<file path="src/rtl/serial_rx_pkg.sv">
/*
  Shared constants and types for the asynchronous serial receive channel.
  Assumes a single core clock domain; register indices are local choices.
*/
package serial_rx_pkg;

  // Register indices on the plain register port
  localparam logic [2:0] ADDR_MAIN_STATUS   = 3'h0;
  localparam logic [2:0] ADDR_ERROR_STATUS  = 3'h1;
  localparam logic [2:0] ADDR_DATA          = 3'h2;
  localparam logic [2:0] ADDR_CONFIG        = 3'h3;
  localparam logic [2:0] ADDR_COMMAND       = 3'h4;
  localparam logic [2:0] ADDR_VECTOR        = 3'h5;
  localparam logic [2:0] ADDR_MODIFIED_VEC  = 3'h6;

  // Configuration field positions
  localparam int CFG_RX_ENABLE   = 0;
  localparam int CFG_AUTO_ENABLE = 1;
  localparam int CFG_PARITY_EN   = 2;
  localparam int CFG_PARITY_EVEN = 3;
  localparam int CFG_LEN_LO      = 4;
  localparam int CFG_STOP2       = 6;
  localparam int CFG_X1_MODE     = 7;
  localparam int CFG_EXT_INT_EN  = 8;
  localparam int CFG_SAV         = 9;
  localparam int CFG_FIRST_ONLY  = 10;
  localparam int CFG_RX_INT_EN   = 11;
  localparam logic [11:0] CFG_RESET = 12'h000;

  // Command codes
  localparam logic [2:0] CMD_EXT_RESET   = 3'h2;
  localparam logic [2:0] CMD_ERROR_RESET = 3'h6;

  // Status bit positions
  localparam int MS_RX_AVAIL  = 0;
  localparam int MS_TX_EMPTY  = 2;
  localparam int MS_CARRIER   = 3;
  localparam int MS_ALL_SENT  = 6;
  localparam int MS_BREAK     = 7;
  localparam int ES_PARITY    = 4;
  localparam int ES_OVERRUN   = 5;
  localparam int ES_FRAMING   = 6;

  // Timing: bit divider in x16 mode and carrier minimum pulse width
  localparam logic [4:0] OVERSAMPLE     = 5'h10;
  localparam int         CORE_CLK_MHZ   = 50;
  localparam int         CARRIER_MIN_NS = 200;
  localparam int         CARRIER_CYCLES = (CARRIER_MIN_NS * CORE_CLK_MHZ + 999) / 1000;
  localparam logic [7:0] VECTOR_RESET   = 8'h00;

  // One buffered character with its error flags
  typedef struct packed {
    logic [7:0] data;
    logic       framing;
    logic       overrun;
    logic       parity;
  } rx_entry_t;

endpackage

</file>
<file path="src/rtl/serial_rx_channel.sv">
/*
  Receive side of one asynchronous serial channel with register port.
  Assumes a processor on the register port and a remote transmitter on
  the data line; pins and the bit clock are asynchronous and synchronised.
*/
// The implementer's own choices: the placing of the registers and the plain strobed port.
// Functional notes
// - Reception starts only with enable set, and carrier low under auto enables.
// - Start bit valid after half a bit low; then sample mid-bit.
// - In x1 mode sample on rising bit clock; sync comes from outside.
// - Short characters keep parity above data and fill with ones.
// - Three data stages and three matching error stages loaded together.
// - Parity error set on mismatch, held until error reset.
// - Framing error set on low stop bit, per character only.
// - Framing error adds half a bit in x16 mode, one bit clock in x1 mode, before hunting for a start.
// - Fourth unread character overwrites third entry, flagged overrun until reset.
// - Framing and overrun raise a special receive interrupt vector.
// - Break start and end each raise an external status interrupt.
// - Carrier inactive beyond minimum width raises interrupt; status holds inverse.
// - First-character-only mode holds data and error until error reset.
// - Every-character mode returns a different vector on error.
// - Character-available bit shows buffered data, clears once buffers read.
// - Transmit buffer empty bit reads one when no character held.
// - All-sent bit shows all transmission completed.
// - Synchronous modes sample receive on rising bit clock edge.
`timescale 1ns/1ps
module serial_rx_channel
  import serial_rx_pkg::*;
#(
  parameter int DEPTH = 3
)(
  // Clock, reset, enable
  input  wire logic       CORE_CLK_I,
  input  wire logic       RESET_I,
  input  wire logic       CLK_EN_I,
  // Register port
  input  wire logic [2:0] ADDR_I,
  input  wire logic [11:0] WDATA_I,
  input  wire logic       WR_I,
  input  wire logic       RD_I,
  output logic      [7:0] RDATA_O,
  // Serial pins
  input  wire logic       RX_DATA_I,
  input  wire logic       RECEIVE_BIT_CLOCK_I,
  input  wire logic       CARRIER_DETECT_IN_N_I,
  // Interrupt request
  output logic            INT_O
);

  typedef enum {ST_IDLE, ST_START, ST_DATA, ST_PARITY, ST_STOP, ST_FRAME_WAIT} rx_state_t;

  rx_state_t   state_reg;
  logic [11:0] cfg_reg;
  logic [7:0]  vector_reg;
  logic [2:0]  rxd_sync, clk_sync, dcd_sync;
  logic [4:0]  tick_cnt_reg;
  logic [2:0]  bit_cnt_reg;
  logic [7:0]  shift_reg;
  logic        par_acc_reg;
  logic        par_err_frame_reg;
  rx_entry_t   fifo_reg [DEPTH];
  logic [1:0]  count_reg;
  logic        par_sticky_reg, ovr_sticky_reg;
  logic        hold_reg;
  logic        break_reg, ext_pend_reg, carrier_state_reg;
  logic [7:0]  carrier_cnt_reg;
  logic        special_pend_reg;
  logic [7:0]  rdata_next;
  logic        bit_tick, rx_in, clk_rise, carrier_low, rx_allowed;
  logic        frame_done, good_stop, cmd_wr, err_reset, ext_reset, pop;
  logic [2:0]  len_m1;
  rx_entry_t   new_entry;

  // Two flip-flop synchronisers, third stage for edge detection
  always_ff @(posedge CORE_CLK_I)
  begin
    if (RESET_I)
    begin
      rxd_sync <= 3'h7;
      clk_sync <= 3'h0;
      dcd_sync <= 3'h7;
    end
    else if (CLK_EN_I)
    begin
      rxd_sync <= {rxd_sync[1:0], RX_DATA_I};
      clk_sync <= {clk_sync[1:0], RECEIVE_BIT_CLOCK_I};
      dcd_sync <= {dcd_sync[1:0], CARRIER_DETECT_IN_N_I};
    end
  end

  // Decoded helpers
  assign rx_in       = rxd_sync[1];
  assign clk_rise    = clk_sync[1] & ~clk_sync[2];
  assign carrier_low = ~dcd_sync[1];
  assign rx_allowed  = cfg_reg[CFG_RX_ENABLE] &
                       (~cfg_reg[CFG_AUTO_ENABLE] | carrier_low);
  assign bit_tick    = clk_rise & ((cfg_reg[CFG_X1_MODE]) ? 1'b1 :
                                   (tick_cnt_reg == OVERSAMPLE - 5'h1));
  assign len_m1      = {1'b1, cfg_reg[CFG_LEN_LO+1:CFG_LEN_LO]};
  assign cmd_wr      = WR_I & (ADDR_I == ADDR_COMMAND);
  assign err_reset   = cmd_wr & (WDATA_I[2:0] == CMD_ERROR_RESET);
  assign ext_reset   = cmd_wr & (WDATA_I[2:0] == CMD_EXT_RESET);
  assign pop         = RD_I & (ADDR_I == ADDR_DATA) & (count_reg != 2'h0) & ~hold_reg;
  assign good_stop   = rx_in;
  assign frame_done  = (state_reg == ST_STOP) & bit_tick;

  // Fill short characters with ones above data and parity
  function automatic logic [7:0] assemble(input logic [7:0] sh, input logic [2:0] lm1,
                                          input logic pen, input logic pb);
    logic [7:0] r;
    int         n;
    r = 8'hFF;
    n = int'(lm1) + 1;
    for (int i = 0; i < 8; i++)
      if (i < n) r[i] = sh[i + 8 - n];
    if (pen && n < 8) r[n] = pb;
    return r;
  endfunction

  assign new_entry.data    = assemble(shift_reg, len_m1,
                                      cfg_reg[CFG_PARITY_EN], par_acc_reg);
  assign new_entry.framing = ~good_stop;
  assign new_entry.parity  = par_err_frame_reg;
  assign new_entry.overrun = 1'b0;

  // Receive configuration; while a character is in flight only bits 11:8 are written, bits 7:0 stay frozen
  always_ff @(posedge CORE_CLK_I)
  begin
    if (RESET_I)
      cfg_reg <= CFG_RESET;
    else if (CLK_EN_I && WR_I && ADDR_I == ADDR_CONFIG && state_reg == ST_IDLE)
      cfg_reg <= WDATA_I;
    else if (CLK_EN_I && WR_I && ADDR_I == ADDR_CONFIG)
      cfg_reg[CFG_RX_INT_EN:CFG_EXT_INT_EN] <= WDATA_I[CFG_RX_INT_EN:CFG_EXT_INT_EN];
  end

  // Base interrupt vector
  always_ff @(posedge CORE_CLK_I)
  begin
    if (RESET_I)
      vector_reg <= VECTOR_RESET;
    else if (CLK_EN_I && WR_I && ADDR_I == ADDR_VECTOR)
      vector_reg <= WDATA_I[7:0];
  end

  // Receive state machine with start validation and mid-bit sampling
  always_ff @(posedge CORE_CLK_I)
  begin
    if (RESET_I)
    begin
      state_reg         <= ST_IDLE;
      tick_cnt_reg      <= 5'h0;
      bit_cnt_reg       <= 3'h0;
      shift_reg         <= 8'h00;
      par_acc_reg       <= 1'b0;
      par_err_frame_reg <= 1'b0;
    end
    else if (CLK_EN_I && clk_rise)
    begin
      tick_cnt_reg <= (bit_tick) ? 5'h0 : tick_cnt_reg + 5'h1;
      unique case (state_reg)
        ST_IDLE:
          if (rx_allowed && !rx_in && !hold_reg)
          begin
            // In x1 the edge that finds the start is its sample; next edge is bit 0
            state_reg    <= (cfg_reg[CFG_X1_MODE]) ? ST_DATA : ST_START;
            tick_cnt_reg <= 5'h0;
            bit_cnt_reg  <= 3'h0;
            par_acc_reg  <= ~cfg_reg[CFG_PARITY_EVEN];
          end
        ST_START:
          if (rx_in)
            state_reg <= ST_IDLE;    // Glitch rejected
          else if (tick_cnt_reg == (OVERSAMPLE >> 1) - 5'h1)
          begin
            state_reg    <= ST_DATA;
            tick_cnt_reg <= 5'h0;
          end
        ST_DATA:
          if (bit_tick)
          begin
            shift_reg   <= {rx_in, shift_reg[7:1]};
            par_acc_reg <= par_acc_reg ^ rx_in;
            bit_cnt_reg <= bit_cnt_reg + 3'h1;
            if (bit_cnt_reg == len_m1)
              state_reg <= (cfg_reg[CFG_PARITY_EN]) ? ST_PARITY : ST_STOP;
          end
        ST_PARITY:
          if (bit_tick)
          begin
            par_err_frame_reg <= par_acc_reg ^ rx_in;
            par_acc_reg       <= rx_in;
            state_reg         <= ST_STOP;
          end
        ST_STOP:
          if (bit_tick)
          begin
            state_reg         <= (good_stop) ? ST_IDLE : ST_FRAME_WAIT;
            tick_cnt_reg      <= 5'h0;
            par_err_frame_reg <= 1'b0;
          end
        ST_FRAME_WAIT:
          if (cfg_reg[CFG_X1_MODE] || tick_cnt_reg == (OVERSAMPLE >> 1) - 5'h1)
            state_reg <= ST_IDLE;
        default:
          state_reg <= ST_IDLE;
      endcase
    end
  end

  // Three-stage data and error buffer; overflow overwrites the last entry
  always_ff @(posedge CORE_CLK_I)
  begin
    if (RESET_I)
    begin
      count_reg <= 2'h0;
      for (int i = 0; i < DEPTH; i++)
        fifo_reg[i] <= '0;
    end
    else if (CLK_EN_I)
    begin
      if (pop)
      begin
        for (int i = 0; i < DEPTH - 1; i++)
          fifo_reg[i] <= fifo_reg[i + 1];
      end
      if (frame_done && !(pop && count_reg == 2'h0))
      begin
        if (count_reg == 2'(DEPTH) && !pop)
        begin
          fifo_reg[DEPTH-1]         <= new_entry;
          fifo_reg[DEPTH-1].overrun <= 1'b1;
        end
        else
          fifo_reg[count_reg - 2'(pop)] <= new_entry;
      end
      if (frame_done && !pop && count_reg != 2'(DEPTH))
        count_reg <= count_reg + 2'h1;
      else if (pop && !frame_done)
        count_reg <= count_reg - 2'h1;
    end
  end

  // Sticky parity and overrun; set wins over error reset
  always_ff @(posedge CORE_CLK_I)
  begin
    if (RESET_I)
    begin
      par_sticky_reg <= 1'b0;
      ovr_sticky_reg <= 1'b0;
    end
    else if (CLK_EN_I)
    begin
      if (frame_done && par_err_frame_reg)
        par_sticky_reg <= 1'b1;
      else if (err_reset)
        par_sticky_reg <= 1'b0;
      if (pop && fifo_reg[0].overrun)
        ovr_sticky_reg <= 1'b1;  // Latches as the flagged entry is read
      else if (err_reset)
        ovr_sticky_reg <= 1'b0;
    end
  end

  // Hold in first-character-only mode; set on arrival so error reset releases it
  always_ff @(posedge CORE_CLK_I)
  begin
    if (RESET_I)
      hold_reg <= 1'b0;
    else if (CLK_EN_I)
    begin
      if (cfg_reg[CFG_FIRST_ONLY] && frame_done &&
          (!good_stop || par_err_frame_reg || (count_reg == 2'(DEPTH) && !pop)))
        hold_reg <= 1'b1;
      else if (err_reset)
        hold_reg <= 1'b0;
    end
  end

  // Break and carrier detection, external status pending latch
  always_ff @(posedge CORE_CLK_I)
  begin
    if (RESET_I)
    begin
      break_reg         <= 1'b0;
      ext_pend_reg      <= 1'b0;
      carrier_state_reg <= 1'b0;
      carrier_cnt_reg   <= 8'h00;
    end
    else if (CLK_EN_I)
    begin
      if (frame_done && !good_stop && shift_reg == 8'h00 && !break_reg)
      begin
        break_reg    <= 1'b1;
        ext_pend_reg <= cfg_reg[CFG_EXT_INT_EN];
      end
      else if (break_reg && rx_in && state_reg == ST_IDLE)
      begin
        break_reg    <= 1'b0;
        ext_pend_reg <= cfg_reg[CFG_EXT_INT_EN];
      end
      else if (carrier_cnt_reg == 8'(CARRIER_CYCLES) &&
               carrier_state_reg != dcd_sync[1])
      begin
        carrier_state_reg <= dcd_sync[1];
        ext_pend_reg      <= cfg_reg[CFG_EXT_INT_EN];
      end
      else if (ext_reset)
        ext_pend_reg <= 1'b0;
      carrier_cnt_reg <= (dcd_sync[1] == carrier_state_reg) ? 8'h00 :
                         (carrier_cnt_reg == 8'(CARRIER_CYCLES)) ? carrier_cnt_reg :
                         carrier_cnt_reg + 8'h1;
    end
  end

  // Special receive condition pending while data is buffered and the head entry flags framing or overrun, or sticky parity or overrun is set
  always_ff @(posedge CORE_CLK_I)
  begin
    if (RESET_I)
      special_pend_reg <= 1'b0;
    else if (CLK_EN_I)
      special_pend_reg <= (count_reg != 2'h0) &&
                          (fifo_reg[0].framing || fifo_reg[0].overrun ||
                           par_sticky_reg || ovr_sticky_reg);
  end

  // Read mux
  always_comb
  begin
    rdata_next = 8'h00;
    unique case (ADDR_I)
      ADDR_MAIN_STATUS:
      begin
        rdata_next[MS_RX_AVAIL] = (count_reg != 2'h0);
        rdata_next[MS_TX_EMPTY] = 1'b1;
        rdata_next[MS_CARRIER]  = ~carrier_state_reg;
        rdata_next[MS_ALL_SENT] = 1'b1;
        rdata_next[MS_BREAK]    = break_reg;
      end
      ADDR_ERROR_STATUS:
      begin
        rdata_next[ES_PARITY]  = par_sticky_reg | ((count_reg != 2'h0) & fifo_reg[0].parity);
        rdata_next[ES_OVERRUN] = ovr_sticky_reg | ((count_reg != 2'h0) & fifo_reg[0].overrun);
        rdata_next[ES_FRAMING] = (count_reg != 2'h0) & fifo_reg[0].framing;
      end
      ADDR_DATA:         rdata_next = fifo_reg[0].data;
      ADDR_CONFIG:       rdata_next = cfg_reg[7:0];
      ADDR_VECTOR:       rdata_next = vector_reg;
      ADDR_MODIFIED_VEC:
        rdata_next = {vector_reg[7:4],
                      (cfg_reg[CFG_SAV]) ? (special_pend_reg ? 3'h7 :
                        (count_reg != 2'h0) ? 3'h6 : ext_pend_reg ? 3'h5 : 3'h0) :
                      vector_reg[3:1], vector_reg[0]};
      default:           rdata_next = 8'h00;
    endcase
  end

  // Registered read data and interrupt output
  always_ff @(posedge CORE_CLK_I)
  begin
    if (RESET_I)
    begin
      RDATA_O <= 8'h00;
      INT_O   <= 1'b0;
    end
    else if (CLK_EN_I)
    begin
      RDATA_O <= (RD_I) ? rdata_next : 8'h00;
      INT_O   <= ext_pend_reg | special_pend_reg |
                 (cfg_reg[CFG_RX_INT_EN] & (count_reg != 2'h0));
    end
  end

  AST_FRAME_WAIT: assert property (@(posedge CORE_CLK_I) disable iff (RESET_I)
    (CLK_EN_I && frame_done && !good_stop) |=> state_reg == ST_FRAME_WAIT)
    else $error("Framing error did not add half bit");
  AST_ENABLE: assert property (@(posedge CORE_CLK_I) disable iff (RESET_I)
    (state_reg == ST_IDLE && !rx_allowed) |=> state_reg == ST_IDLE)
    else $error("Receive started while disabled");
  AST_AVAIL: assert property (@(posedge CORE_CLK_I) disable iff (RESET_I)
    (RD_I && ADDR_I == ADDR_MAIN_STATUS && CLK_EN_I) |=> RDATA_O[0] == $past(count_reg != 2'h0))
    else $error("Available bit mismatch");
  AST_PARITY_HOLD: assert property (@(posedge CORE_CLK_I) disable iff (RESET_I)
    (par_sticky_reg && !err_reset) |=> par_sticky_reg)
    else $error("Parity flag dropped without reset");
  AST_OVR_HOLD: assert property (@(posedge CORE_CLK_I) disable iff (RESET_I)
    (ovr_sticky_reg && !err_reset) |=> ovr_sticky_reg)
    else $error("Overrun flag dropped without reset");
  AST_DEPTH: assert property (@(posedge CORE_CLK_I) disable iff (RESET_I)
    count_reg <= 2'(DEPTH))
    else $error("Buffer count exceeded depth");
  AST_HOLD: assert property (@(posedge CORE_CLK_I) disable iff (RESET_I)
    (hold_reg && !err_reset) |=> hold_reg && $stable(count_reg) || !pop)
    else $error("Held character released");
  AST_CFG: assert property (@(posedge CORE_CLK_I) disable iff (RESET_I)
    (state_reg == ST_DATA) |=> $stable(cfg_reg[7:0]))
    else $error("Configuration changed mid character");

  COV_CHAR: cover property (@(posedge CORE_CLK_I) frame_done && good_stop);
  COV_FRAME: cover property (@(posedge CORE_CLK_I) frame_done && !good_stop);
  COV_OVR: cover property (@(posedge CORE_CLK_I) $rose(ovr_sticky_reg));
  COV_BREAK: cover property (@(posedge CORE_CLK_I) $fell(break_reg));

endmodule

</file>
<file path="config.mk">
export PLATFORM = sky130hd
export DESIGN_NAME = serial_rx_channel
export DESIGN_NICKNAME = d
export VERILOG_FILES = /design/src/rtl/serial_rx_pkg.sv /design/src/rtl/serial_rx_channel.sv
export SDC_FILE = /design/constraint.sdc
export NUM_CORES = 1
export LEC_CHECK = 0
export ABC_CLOCK_PERIOD_IN_PS = 3440
export BUFFER_PORTS_ARGS = -buffer_cell sky130_fd_sc_hd__buf_4
export CORE_MARGIN = 1
export CORE_UTILIZATION = 55
export CTS_BUF_LIST = sky130_fd_sc_hd__clkbuf_4 sky130_fd_sc_hd__clkbuf_8
export CTS_CLUSTER_DIAMETER = 200
export DETAILED_ROUTE_END_ITERATION = 16
export GPL_ROUTABILITY_DRIVEN = 0
export GPL_TIMING_DRIVEN = 0
export PLACE_DENSITY = 0.73
export RECOVER_POWER = 100
export SLEW_MARGIN = 15
export SYNTH_ARGS = -nofsm -noshare
export SYNTH_HDL_FRONTEND = slang
export SYNTH_SLANG_ARGS = --single-unit
</file>
<file path="constraint.sdc">
create_clock -name CORE_CLK_I -period 3.44 [get_ports CORE_CLK_I]
set_input_delay 0.86 -clock CORE_CLK_I [delete_from_list [all_inputs] [get_ports CORE_CLK_I]]
set_output_delay 0.86 -clock CORE_CLK_I [all_outputs]
set_load 0.1 [all_outputs]
</file>
==> impl_metrics.py <==
metrics = {
    "run_status": {
        "status": "completed",
    },
    "synthesis": {
        "synth_edf_count": 33,
        "synth_seq_area_share_pct": 43.1,
        "syn-mean-instance-area_sq_um": 9.67,
        "async_reset_ff_share_pct": 0,
        "ys_warn_count": 0,
        "synthFlopType": "dfxtp_1",
        "synth.distinct_cells": 73,
        "synth_nets": 629,
        "synth_top_area_share_pct": 25.8,
        "ys_top_cells_by_area": "dfxtp_1 (26%), edfxtp_1 (17%), mux2i_1 (7.5%), nor2_1 (4.9%), nand2_1 (2.9%)",
        "synth_cells": 593,
        "synth_area_leader_cell": "dfxtp_1",
        "synth-seq-cells": 107,
        "syn_area_sq_mm": 0.00574,
    },
    "sta": {
        "tns_ns": 0,
        "slew_headroom_pct": 22.6,
        "skew_ns": 0.0120,
        "period_share_pct": 92.8,
        "finalSetupViolations": 0,
        "slew_violations": 0,
        "max_freq_mhz": 313,
        "worst_pin_slew_ns": 1.17,
        "period_needed_ns": 3.19,
        "timing_hold_violations_final": 0,
        "rsz0062_at_grt": "false",
    },
    "worst_hold_path": {
        "hold_path_class": "flop to flop",
        "min-delay-start": "RDATA_O[0]$_SDFFE_PP0P_",
        "whs_path_depth": 2,
        "hold_end": "RDATA_O[0]$_SDFFE_PP0P_",
    },
    "clock_network": {
        "cts_htree_levels": 3,
        "cts_resized": 0,
        "tritoncts": "done",
        "cts_buffers": 9,
        "cts-root-buf": "clkbuf_8",
        "post_cts_buffers": 0,
        "clk-insertion-delay-late_ns": 0.39,
        "cts_sinks": 107,
        "clkTransAtPathRegs_ns": 0.11,
        "cts_hold_buf": 0,
        "clk_path_buf_depth": 2,
    },
    "worst_setup_path": {
        "path_buf_inv": 3,
        "crit_path_start_kind": "input port",
        "required_ns": 3.59,
        "cp_max_fo": 10,
        "cp_top_family": "compound AO/OA/AOI/OAI gates",
        "worst-setup-path-type": "input port to flop",
        "max_stage_delay_ns": 0.53,
        "r2r-start": "cfg_reg[4]$_SDFFE_PP0P_",
        "cp.depth": 11,
        "cp_slowest_cell": "a311oi_2",
        "r2r_slack_ns": 0.31,
        "critPathArrivalTime_ns": 3.35,
        "rr_endpoint": "fifo_reg[0][6]$_DFFE_PP_",
        "reg2regPathDepth": 10,
        "worstPathCellList": "clkbuf_4 -> nor2b_1 -> nand4_4 -> inv_1 -> ha_1 -> xnor2_1 -> nand2_1 -> a311oi_2 -> nor2_2 -> buf_6 -> a22o_1",
        "crit_path_end_kind": "flop",
    },
    "cells_and_area": {
        "largest_reg_flops": 33,
        "fin_util_pct": 62.9,
        "fin_nets": 671,
        "drive_gt1_share_pct": 12.0,
        "syn_to_final_growth_pct": 9.14,
        "antenna_cells": 0,
    },
    "route": {
        "post-route-drc-count": 0,
        "ant_nets": 0,
        "wl_per_cell_um": 18.7,
        "wl_mm": 14.4,
        "vias": 4700,
        "viasPerCell": 6.08,
        "dr.pass1.iters": 5,
        "drt-initial-drc-count": 338,
    },
    "die": {
        "core-area_sq_mm": 0.00995,
        "die_h_um": 104,
        "row_count": 36,
        "dieArea_sq_mm": 0.0108,
        "start_util_pct": 57.6,
        "die-width_um": 104,
        "io_pins": 32,
    },
    "global_route": {
        "antenna_found_initial": 0,
        "overflow": 0,
        "grt_pass1_vias": 4463,
        "grt_pass1_wl_mm": 23.0,
        "grt_start_max_net_pins": 20,
        "track_usage_pct": 27.4,
    },
    "power_and_ir_drop": {
        "p_total_w": 0.00235,
        "leakage_nw": 2.24,
        "power_density_mw_per_mm2": 375,
        "worst_ir_drop_vdd_uv": 352,
    },
    "placement": {
        "hpwlAfterDp_mm": 10.6,
        "io_buffers": 31,
    },
    "job": {
        "drv_cap": 0,
    },
}
## logic make-up (layout without fill, tap and decap cells)
group	after synthesis	after routing	share of synthesized area, %
simple gates	226	226	20.3
xor+xnor	14	14	2.14
flops	107	107	43.1
buf+inv	53	100	4.82
compound gates	122	122	15.4
mux	58	58	11.4
fa+ha+maj	13	13	2.84
## cell usage after synthesis (7+ instances only)
cell and instances:
mux2_2 10, nand3_1 23, a21oi_1 30, nor2b_1 15, ha_1 13, buf_2 10, inv_1 17, edfxtp_1 33
o21ai_0 13, clkbuf_1 12, nand4_1 7, xnor2_1 7, a22o_1 13, dfxtp_1 74, nor2_1 75, nand2b_1 9
mux2i_1 43, o211ai_1 8, o2bb2ai_1 9, nor3_1 11, nand2_1 44, xor2_1 7
## stage by stage
| stage | instances | hold WS (ns) | area, sq um | setup slack, ns |
|---|---|---|---|---|
| final | 773 | 0.470 | 6260 | 0.246 |
| after global routing | 773 | 0.489 | 6260 | 0.103 |
| after CTS | 773 | 0.473 | 6340 | 0.0541 |
| after detailed placement | 757 | 0.457 | 6140 | 0.0762 |
| after global placement | 757 | 0.454 | 6140 | 0.141 |
| after floorplan | 593 | 0.441 | 5740 | 0.577 |
## final cells by class
class,instances,area (sq um)
fillers,880,3690
multi-input cells,433,2960
flip-flops and latches,107,2470
repair buffers,31,195
plain buffers,35,195
well taps,133,166
clock buffers,9,124
clock inverters,7,83.8
inverters,18,67.6
## power by group
| part | internal, W | leakage, nW | switching, W | total [W] |
|---|---|---|---|---|
| combinational | 0.0000641 | 1.20 | 0.000119 | 0.000183 |
| clock | 0.000350 | 0.102 | 0.000476 | 0.000826 |
| sequential | 0.00132 | 0.936 | 0.0000162 | 0.00134 |
## worst min-delay path, stage by stage, from the launching register on
cell and delay (ns):
dfxtp_1 0.32, nand2_1 0.06, a21oi_1 0.05
## cell usage in the layout (no fill, tap or decap), types with 5 or more instances in the layout
cell and instances:
nor2_1 76, ha_1 13, clkbuf_8 11, nand4_1 8, inv_1 18, o21ai_0 15, nand3_1 23, mux4_2 5
clkbuf_1 29, nand2b_1 9, nand2_1 44, o2bb2ai_1 9, a21oi_1 30, dfxtp_1 74, mux2_2 9, buf_4 21
mux2i_1 43, nor3_1 12, a31oi_1 6, buf_2 7, o211ai_1 8, xor2_1 7, nor2b_1 15, xnor2_1 7
a22o_1 13, edfxtp_1 33
## worst max path at each step
stage,startpoint,end,slack [ns]
2_1_floorplan,ADDR_I[1],fifo_reg[0][7]$_DFFE_PP_,0.58
3_3_place_gp,ADDR_I[2],fifo_reg[0][7]$_DFFE_PP_,0.14
3_5_place_dp,cfg_reg[4]$_SDFFE_PP0P_,fifo_reg[0][6]$_DFFE_PP_,0.08
6_report,ADDR_I[1],fifo_reg[0][7]$_DFFE_PP_,0.25
5_1_grt,ADDR_I[1],fifo_reg[0][7]$_DFFE_PP_,0.10
4_1_cts,cfg_reg[4]$_SDFFE_PP0P_,fifo_reg[0][6]$_DFFE_PP_,0.05
## per-layer routing
layer / wire [um] / global-route usage [%]
met5: 0 / 0
met4: 357 / 10.0
met1: 6350 / 36.0
met3: 935 / 5.45
met2: 6800 / 44.8
Note: power is estimated with default switching activity, not from simulation.
